===== config.mk =====
export PLATFORM = sky130hd
export DESIGN_NAME = reset_stop_irq_front_end
export DESIGN_NICKNAME = d
export VERILOG_FILES = /design/src/common/rsi_pkg.sv /design/src/common/timer_if.sv /design/src/core/sync_bank.sv /design/src/core/cycle_timer.sv /design/src/core/reset_stop_irq_front_end.sv
export SDC_FILE = /design/constraint.sdc
export NUM_CORES = 1
export LEC_CHECK = 0
export ABC_AREA = 1
export BUFFER_PORTS_ARGS = -buffer_cell sky130_fd_sc_hd__buf_2
export CAP_MARGIN = 10
export CELL_PAD_IN_SITES_DETAIL_PLACEMENT = 2
export CELL_PAD_IN_SITES_GLOBAL_PLACEMENT = 2
export CORE_ASPECT_RATIO = 1.75
export CORE_MARGIN = 2
export CORE_UTILIZATION = 32
export DETAILED_ROUTE_END_ITERATION = 8
export PLACE_DENSITY = 0.79
export SYNTH_ARGS = -nofsm -noshare
export SYNTH_HDL_FRONTEND = slang
export SYNTH_SLANG_ARGS = --single-unit

===== constraint.sdc =====
create_clock -name clk -period 2.14 [get_ports clk]
set_input_delay 0.214 -clock clk [delete_from_list [all_inputs] [get_ports clk]]
set_output_delay 0.214 -clock clk [all_outputs]
set_load 0.005 [all_outputs]

===== src/common/rsi_pkg.sv =====
// constants and types shared by the reset, stop and interrupt front end
// assumes one 250 MHz core clock and a plain strobe register port
//
// How it works
// - reset pin forces outputs without clock
// - release waits two clocks, plus pll lock
// - dispatch ten clocks after request recognition
// - stop delay enabled: 25 clocks, line held
// - stop delay disabled: 128K clocks, line held
// - pll stopped in stop adds lock wait
// - pll disabled: no stabilisation wait added
// - general output valid within ten clocks
`default_nettype none
package rsi_pkg;
  // ****************
  // timing
  // ****************
  localparam int CLK_PERIOD_NS  = 4;
  localparam int RESET_LOCK_NS  = 5000000;
  localparam int RESET_LOCK_CYC = (RESET_LOCK_NS + CLK_PERIOD_NS - 1) / CLK_PERIOD_NS;
  localparam int PLL_LOCK_NS    = 500000;
  localparam int PLL_LOCK_CYC   = (PLL_LOCK_NS + CLK_PERIOD_NS - 1) / CLK_PERIOD_NS;
  localparam int STOP_LONG_TC   = 131072;
  localparam int STOP_SHORT_TC  = 25;
  localparam int IRQ_LATENCY_TC = 10;
  localparam int TIMER_W        = 21;
  // ****************
  // register map
  // ****************
  localparam int          ADDR_W       = 8;
  localparam int          DATA_W       = 32;
  localparam logic [7:0]  OFS_OPMODE   = 8'h00;
  localparam logic [7:0]  OFS_PLLCTL   = 8'h04;
  localparam logic [7:0]  OFS_STATUS   = 8'h08;
  localparam logic [7:0]  OFS_CLEAR    = 8'h0c;
  localparam logic [7:0]  OFS_IRQ_EN   = 8'h10;
  localparam logic [7:0]  OFS_STATE    = 8'h14;
  localparam logic [7:0]  OFS_STOP     = 8'h18;
  localparam int          OPM_EDGE_LSB = 0;
  localparam int          OPM_STOP_DLY = 6;
  localparam int          PLL_KEEP_BIT = 12;
  localparam int          PLL_EN_BIT   = 13;
  localparam logic [31:0] OPM_MASK     = 32'h0000004f;
  localparam logic [31:0] PLL_MASK     = 32'h00003000;
  localparam logic [31:0] OPM_RST      = 32'h00000000;
  localparam logic [31:0] PLL_RST      = 32'h00002000;
  // ****************
  // lines and status
  // ****************
  localparam int         NUM_LINES = 5;
  localparam int         NMI_IDX   = 4;
  localparam int         STATUS_W  = 6;
  localparam int         WAKE_BIT  = 5;
  localparam logic [2:0] VEC_NMI   = 3'h4;
  typedef logic [TIMER_W-1:0] count_t;
  typedef enum logic [4:0] {
    ST_RESET = 5'h01,
    ST_LOCK  = 5'h02,
    ST_RUN   = 5'h04,
    ST_STOP  = 5'h08,
    ST_WAKE  = 5'h10
  } fsm_e;
endpackage : rsi_pkg
`default_nettype wire


===== src/common/timer_if.sv =====
// load/expire handshake between the front end and its wait timer
// assumes both ends share the core clock
`default_nettype none
interface timer_if;
  import rsi_pkg::*;
  logic   load;
  count_t count;
  logic   expired;
  modport ctrl  (output load, output count, input expired);
  modport timer (input load, input count, output expired);
endinterface : timer_if
`default_nettype wire


===== src/core/sync_bank.sv =====
// two-stage synchronisers for the active-low request pins
// assumes pins are asynchronous to clk; idle level is high
`default_nettype none
module sync_bank
(
  input  wire logic                          clk,
  input  wire logic                          nrst,
  input  wire logic [rsi_pkg::NUM_LINES-1:0] pin_n,
  output logic      [rsi_pkg::NUM_LINES-1:0] level_n
);
  import rsi_pkg::*;
  typedef struct packed {
    logic [NUM_LINES-1:0] meta;
    logic [NUM_LINES-1:0] stable;
  } sync_s;
  sync_s s_q;
  sync_s s_d;
  // first stage feeds only the second; one-cycle glitches may still pass
  always_comb
  begin
    s_d.meta   = pin_n;
    s_d.stable = s_q.meta;
  end
  always_ff @(posedge clk)
  begin
    if (!nrst)
      s_q <= '1;
    else
      s_q <= s_d;
  end
  assign level_n = s_q.stable;
endmodule : sync_bank
`default_nettype wire


===== src/core/cycle_timer.sv =====
// down counter for the long reset and stop waits
// assumes load is a one-cycle pulse; expired stands until next load
`default_nettype none
module cycle_timer
(
  input wire logic clk,
  input wire logic nrst,
  timer_if.timer   tmr
);
  import rsi_pkg::*;
  typedef struct packed {
    count_t cnt;
    logic   expired;
  } timer_s;
  timer_s s_q;
  timer_s s_d;
  // a load of n gives expired n+1 cycles later, so a wait never runs short
  always_comb
  begin
    s_d = s_q;
    if (tmr.load)
    begin
      s_d.cnt     = tmr.count;
      s_d.expired = 1'b0;
    end
    else
    begin
      if (s_q.cnt != '0)
        s_d.cnt = s_q.cnt - count_t'(1);
      s_d.expired = (s_q.cnt <= count_t'(1));
    end
  end
  always_ff @(posedge clk)
  begin
    if (!nrst)
      s_q <= '{cnt: '0, expired: 1'b1};
    else
      s_q <= s_d;
  end
  assign tmr.expired = s_q.expired;
endmodule : cycle_timer
`default_nettype wire


===== src/core/reset_stop_irq_front_end.sv =====
// reset release, stop recovery and external request front end
// assumes pins are asynchronous and register port is on clk
//
// Chosen here: the address map and the address-and-strobe port.
`default_nettype none
module reset_stop_irq_front_end
#(
  parameter int unsigned RESET_LOCK_CYCLES = rsi_pkg::RESET_LOCK_CYC,
  parameter int unsigned PLL_LOCK_CYCLES   = rsi_pkg::PLL_LOCK_CYC,
  parameter int unsigned STOP_LONG_CYCLES  = rsi_pkg::STOP_LONG_TC
)
(
  input  wire logic                       clk,
  input  wire logic                       nrst,
  input  wire logic                       reset_pin_n,
  input  wire logic                       ext_request_line_a_n,
  input  wire logic                       ext_request_line_b_n,
  input  wire logic                       ext_request_line_c_n,
  input  wire logic                       ext_request_line_d_n,
  input  wire logic                       nonmaskable_req_n,
  input  wire logic [rsi_pkg::ADDR_W-1:0] reg_addr,
  input  wire logic [rsi_pkg::DATA_W-1:0] reg_wdata,
  input  wire logic                       reg_wr,
  input  wire logic                       reg_rd,
  output logic      [rsi_pkg::DATA_W-1:0] reg_rdata,
  output logic                            irq,
  output logic                            core_reset_n,
  output logic                            pll_power,
  output logic                            in_stop,
  output logic                            dispatch,
  output logic      [2:0]                 dispatch_vector,
  output logic                            gp_out
);
  import rsi_pkg::*;

  // ****************
  // state
  // ****************
  typedef struct packed {
    logic [1:0]           rst_sync;
    fsm_e                 state;
    logic [31:0]          opmode;
    logic [31:0]          pllctl;
    logic [STATUS_W-1:0]  status;
    logic [STATUS_W-1:0]  irq_en;
    logic [NUM_LINES-1:0] prev_n;
    logic [NUM_LINES-1:0] edge_pend;
    logic                 busy;
    logic [3:0]           lat;
    logic [2:0]           vec;
    logic                 dispatch;
    logic                 gp_out;
    logic                 irq;
    logic                 pll_power;
    logic                 core_reset_n;
    logic [31:0]          rdata;
  } core_s;

  localparam core_s CORE_RST = '{
    rst_sync:     2'h0,
    state:        ST_RESET,
    opmode:       OPM_RST,
    pllctl:       PLL_RST,
    status:       '0,
    irq_en:       '0,
    prev_n:       '1,
    edge_pend:    '0,
    busy:         1'b0,
    lat:          4'h0,
    vec:          3'h0,
    dispatch:     1'b0,
    gp_out:       1'b0,
    irq:          1'b0,
    pll_power:    1'b1,
    core_reset_n: 1'b0,
    rdata:        '0
  };

  core_s                s_q;
  core_s                s_d;
  logic [NUM_LINES-1:0] lvl_n;
  logic [NUM_LINES-1:0] edge_mode;
  logic [NUM_LINES-1:0] fall;
  logic [NUM_LINES-1:0] level_req;
  logic [NUM_LINES-1:0] pend;
  logic [STATUS_W-1:0]  clr;
  logic [STATUS_W-1:0]  set;
  logic [2:0]           pick;
  logic                 stop_req;
  logic                 pll_en;
  logic                 pll_off_in_stop;
  count_t               stop_wait;

  timer_if tmr ();

  // ****************
  // helpers
  // ****************
  sync_bank u_sync (
    .clk     (clk),
    .nrst    (nrst),
    .pin_n   ({nonmaskable_req_n, ext_request_line_d_n, ext_request_line_c_n,
               ext_request_line_b_n, ext_request_line_a_n}),
    .level_n (lvl_n)
  );

  cycle_timer u_timer (
    .clk  (clk),
    .nrst (nrst),
    .tmr  (tmr.timer)
  );

  // ****************
  // next state
  // ****************
  always_comb
  begin
    s_d          = s_q;
    tmr.load     = 1'b0;
    tmr.count    = '0;
    clr          = '0;
    stop_req     = 1'b0;
    s_d.dispatch = 1'b0;
    s_d.rdata    = '0;

    pll_en          = s_q.pllctl[PLL_EN_BIT];
    pll_off_in_stop = pll_en && !s_q.pllctl[PLL_KEEP_BIT];
    // lock time is added only when the pll really stopped
    stop_wait = s_q.opmode[OPM_STOP_DLY] ? count_t'(STOP_SHORT_TC)
                                         : count_t'(STOP_LONG_CYCLES);
    if (pll_off_in_stop)
      stop_wait = stop_wait + count_t'(PLL_LOCK_CYCLES);

    // reset pin is released into the core through two flops
    s_d.rst_sync = {s_q.rst_sync[0], 1'b1};

    // nmi is always edge triggered, lines a..d per mode bits
    edge_mode = {1'b1, s_q.opmode[OPM_EDGE_LSB +: 4]};
    fall      = s_q.prev_n & ~lvl_n & edge_mode;
    level_req = ~lvl_n & ~edge_mode;
    s_d.prev_n    = lvl_n;
    s_d.edge_pend = s_q.edge_pend | fall;
    pend          = s_d.edge_pend | level_req;
    set           = {1'b0, fall | level_req};

    // nmi wins, then line a down to line d
    pick = VEC_NMI;
    for (int i = NMI_IDX - 1; i >= 0; i--)
    begin
      if (pend[i])
        pick = 3'(i);
    end
    if (pend[NMI_IDX])
      pick = VEC_NMI;

    // ****************
    // register writes
    // ****************
    if (reg_wr)
    begin
      case (reg_addr)
        OFS_OPMODE: s_d.opmode = reg_wdata & OPM_MASK;
        OFS_PLLCTL: s_d.pllctl = reg_wdata & PLL_MASK;
        OFS_CLEAR:  clr        = reg_wdata[STATUS_W-1:0];
        OFS_IRQ_EN: s_d.irq_en = reg_wdata[STATUS_W-1:0];
        OFS_STOP:   stop_req   = reg_wdata[0];
        default:    ;
      endcase
    end

    // ****************
    // sequencer
    // ****************
    // only one state is ever live; the codes are one-hot so decode is one bit
    unique case (s_q.state)
      ST_RESET:
      begin
        if (s_q.rst_sync[1])
        begin
          if (pll_en)
          begin
            tmr.load  = 1'b1;
            tmr.count = count_t'(RESET_LOCK_CYCLES);
            s_d.state = ST_LOCK;
          end
          else
          begin
            s_d.state        = ST_RUN;
            s_d.core_reset_n = 1'b1;
          end
        end
      end
      ST_LOCK:
      begin
        if (tmr.expired)
        begin
          s_d.state        = ST_RUN;
          s_d.core_reset_n = 1'b1;
        end
      end
      ST_RUN:
      begin
        // stop is refused while a dispatch is in flight
        if (stop_req && !s_q.busy)
        begin
          s_d.state     = ST_STOP;
          s_d.pll_power = !pll_off_in_stop;
        end
      end
      ST_STOP:
      begin
        // line a wakes the core as a level, whatever its mode bit
        if (!lvl_n[0])
        begin
          tmr.load      = 1'b1;
          tmr.count     = stop_wait;
          s_d.state     = ST_WAKE;
          s_d.pll_power = 1'b1;
        end
      end
      ST_WAKE:
      begin
        if (tmr.expired)
        begin
          s_d.state     = ST_RUN;
          // wake status lands as the core resumes, so software sees it at once
          set[WAKE_BIT] = 1'b1;
        end
      end
    endcase

    // ****************
    // dispatch
    // ****************
    // edges that arrive while busy stay latched, one per line
    if (s_q.busy)
    begin
      if (s_q.lat == 4'h0)
      begin
        s_d.dispatch = 1'b1;
        s_d.gp_out   = ~s_q.gp_out;
        s_d.busy     = 1'b0;
      end
      else
        s_d.lat = s_q.lat - 4'h1;
    end
    else if (s_q.state == ST_RUN && !stop_req && |pend)
    begin
      s_d.busy           = 1'b1;
      s_d.lat            = 4'(IRQ_LATENCY_TC - 1);
      s_d.vec            = pick;
      s_d.edge_pend[pick] = 1'b0;
    end

    // a set in the same cycle as its clear wins
    s_d.status = (s_q.status & ~clr) | set;
    s_d.irq    = |(s_d.status & s_d.irq_en);

    // ****************
    // register reads
    // ****************
    if (reg_rd)
    begin
      case (reg_addr)
        OFS_OPMODE: s_d.rdata = s_q.opmode;
        OFS_PLLCTL: s_d.rdata = s_q.pllctl;
        OFS_STATUS: s_d.rdata = 32'(s_q.status);
        OFS_IRQ_EN: s_d.rdata = 32'(s_q.irq_en);
        OFS_STATE:  s_d.rdata = 32'({s_q.gp_out, s_q.busy, s_q.vec, s_q.state});
        default:    s_d.rdata = '0;
      endcase
    end
  end

  // ****************
  // registers
  // ****************
  // the reset pin clears everything at once so outputs need no clock
  // its release reaches every flop at once; rst_sync keeps the sequencer
  // in reset for two more edges so a late-settling flop cannot start it
  always_ff @(posedge clk or negedge reset_pin_n)
  begin
    if (!reset_pin_n)
      s_q <= CORE_RST;
    else if (!nrst)
      s_q <= CORE_RST;
    else
      s_q <= s_d;
  end

  // ****************
  // outputs
  // ****************

  assign reg_rdata       = s_q.rdata;
  assign irq             = s_q.irq;
  assign core_reset_n    = s_q.core_reset_n;
  assign pll_power       = s_q.pll_power;
  assign in_stop         = s_q.state[3];
  assign dispatch        = s_q.dispatch;
  assign dispatch_vector = s_q.vec;
  assign gp_out          = s_q.gp_out;
endmodule : reset_stop_irq_front_end
`default_nettype wire


==> impl_metrics.ini <==
[grt]
antenna_found_initial = 0
grt_max_degree = 39
gr-max-usage-layer = met2
grt_usage = 0.213
grt_pass1_vias = 5225
grt.overflow.total = 0
gr-usage-met3 = 0.0283
grt_pass1_wl_microns = 27700
met1_usage = 0.204
global_route.usage.met2 = 0.437

[job]
max-cap-violations = 0

[setup_path]
regToRegSetupSlack_ns = 0.26
critPathKind = register to register
crit_path_top_delay_cell = dfxtp_1
crit_fanout = 6
cp_slowest_stage_delay_ns = 0.35
end_kind = register
required_ns = 2.38
worstPathArrival_ns = 2.12
start_kind = register
crit_chain = inv_2 > ha_1 > nand2_2 > inv_1 > nand2_1 > nor2_2 > nand4_2 > o21ai_2 > nor2_1

[die]
fp.dieH_microns = 170
ios = 91
start_util = 0.329
rows = 60
die_area_sq_um = 16900
coreArea_sq_um = 15400
die_w_microns = 99.0

[finish]
final_common_cell = nand2_1
utilization = 0.369
layout_common_cells = nand2_1 (178), inv_1 (77), nor2_1 (75)
final_cells = 918
drive_gt1_frac = 0.169
fill_cells = 1833
nNetsFinal = 783
syn_to_final_growth_pct = 12.4
diodes = 0

[clocking]
cts_sinks = 93
clk-insertion-delay-late_ns = 0.36
cts_root_buffer = clkbuf_16
cts_tree = yes
clk_pin_slew_ns = 0.07
clockBufferDepth = 2
htree_levels = 3
cts_resized = 0
cts_buffers = 9

[drt]
drc = 0
totalWireLength_microns = 17200
detail_route.iter0.violations = 104
ant_nets = 0
route.vias.total = 4577
vias_per_cell = 4.99
post_drt_wl_per_cell_microns = 18.7
first_pass_iters = 4

[sta]
rsz0062_at_grt = no
drv_slew = 0
setup_violations = 0
fin_crit_sh = 0.880
fmax_ghz = 0.531
finClkSkew_ns = 0.00933
worst_pin_slew_ns = 0.613
finalHoldViolCount = 0
maxSlewHeadroom = 0.591
worst_slack_ns = 0.256
finalCriticalPeriod_ns = 1.88
setup_tns_ns = 0

[yosys]
ys_ff_latch = 93
syn_area_sq_um = 5060
synth_top_area_frac = 0.262
dominantRegCellSynth = dfrtp_1
synth_edf_count = 0
syn_inst = 685
yosysWarnings = 0
synth_area_per_cell_sq_um = 7.38
synth_cell_types = 45
async_flop_share = 0.656
yosys.area.top_type = dfrtp_1
synth-seq-area-share = 0.431
synth.area.top_cells = dfrtp_1 (26%), nand2_1 (13%), dfxtp_1 (13%), inv_1 (5.7%), nor2_1 (5.6%)

[placed_design]
port_buffers = 47
place_inst = 901
place_hpwl_microns = 13600
gp_congestion = 0.864
place_ws_ns = 0.232

[status]
status = finished, final reports clean

[worst_hold_path]
min_path_type = primary input to register

[power_and_ir_drop]
leakagePower_nw = 2.94
ir_drop_v = 0.000452
power_density_nw_per_um2 = 1090
Yosys cell counts (2+ instances only):
cell type and number:
nor4_1 4, o21ai_0 20, or2_2 10, a21oi_1 40, a32o_1 3, nand3b_1 4, nor2_2 8, nor2_1 75
buf_2 3, nor2_4 2, dfxtp_1 32, dfrtp_1 53, xnor2_1 2, buf_1 3, buf_4 35, dfstp_2 8
xor2_1 7, nand4_1 4, nand3_1 50, inv_2 7, nand3_2 3, o21ai_1 9, nand2_2 3, clkbuf_1 5
inv_1 77, o31ai_1 2, nor3_1 11, a31oi_1 4, o21ai_2 3, nand2_1 178, ha_1 6
cell type report:
type                    count  area [sq um]  area share
clock buffers               9           225      0.0396
well taps                 186           233      0.0410
repair buffers             59           340      0.0599
multi-input cells         478          2310       0.406
flip-flops and latches     93          2180       0.383
inverters                  86           325      0.0573
clock inverters             7          75.1      0.0132
critical path, delay by kind of cell, from the launching register on:
kind | cells | cell delay (ns)
compound gates | 1 | 0.34
buf+inv | 2 | 0.21
flops | 1 | 0.35
simple gates | 5 | 0.60
fa+ha+maj | 1 | 0.26
per-layer routing:
metal / vias up / wire length (microns)
li1: 2199 / -
met1: 2288 / 5930
met2: 65 / 10300
met5: - / 0
met3: 25 / 308
met4: 0 / 594
logic make-up (layout without fill, tap and decap cells):
kind of cell / after synthesis / count (layout) / synth area share
other: 1 / 20 / 0.000742
flip-flops: 93 / 93 / 0.431
AND/OR/NAND/NOR: 358 / 358 / 0.317
XOR/XNOR: 9 / 9 / 0.0156
buffers and inverters: 133 / 161 / 0.127
adder cells (fa/ha/maj): 6 / 6 / 0.0148
AO/OA/AOI/OAI: 85 / 85 / 0.0933
stage by stage:
step / area (sq um) / hold WS [ns] / power, mW
6_report: 5680 / 0.0432 / 6.17
5_1_grt: 5680 / 0.0501 / 6.64
4_1_cts: 5680 / 0.0368 / 6.26
3_5_place_dp: 5370 / 0.258 / 4.57
3_3_place_gp: 5370 / 0.237 / 4.45
2_1_floorplan: 5130 / -0.0816 / 3.82
sequential cells by signal, summed over array words and instances, names as in the netlist, 3 cells and up:
signal / cells
edge_mode: 4
u_timer.s_q: 21
dispatch_vector: 3
u_sync.level_n: 5
s_q: 34
reg_rdata: 12
u_sync.s_d: 5
where the power goes:
group	internal [mW]	total [mW]	switching, mW
combinational	0.756	2.31	1.55
clock	0.910	1.66	0.750
sequential	1.98	2.21	0.229
total	3.64	6.17	2.53
worst paths after layout:
path                                             startpoint                            to  cells after the start
worst max-delay path            u_timer.s_q[1]$_SDFFE_PN0P_  u_timer.s_q[17]$_SDFFE_PN0P_                      9
worst min-delay path                      nonmaskable_req_n      u_sync.s_d[4]$_SDFF_PN1_                      2
worst max register to register  u_timer.s_q[1]$_SDFFE_PN0P_  u_timer.s_q[17]$_SDFFE_PN0P_                      9
worst min register to register     u_sync.s_d[3]$_SDFF_PN1_  u_sync.level_n[3]$_SDFF_PN1_                      1
max in group asynchronous                       reset_pin_n             s_q[51]$_DFF_PN1_                      3
min in group asynchronous                       reset_pin_n        reg_rdata[8]$_DFF_PN0_                      2
what timing repair did:
action / in CTS / in global routing
endpoints found under the hold margin: 20 / 0
buffers inserted: 0 / 0
hold buffers: 1 / 0
(Power assumes the default switching activity.)
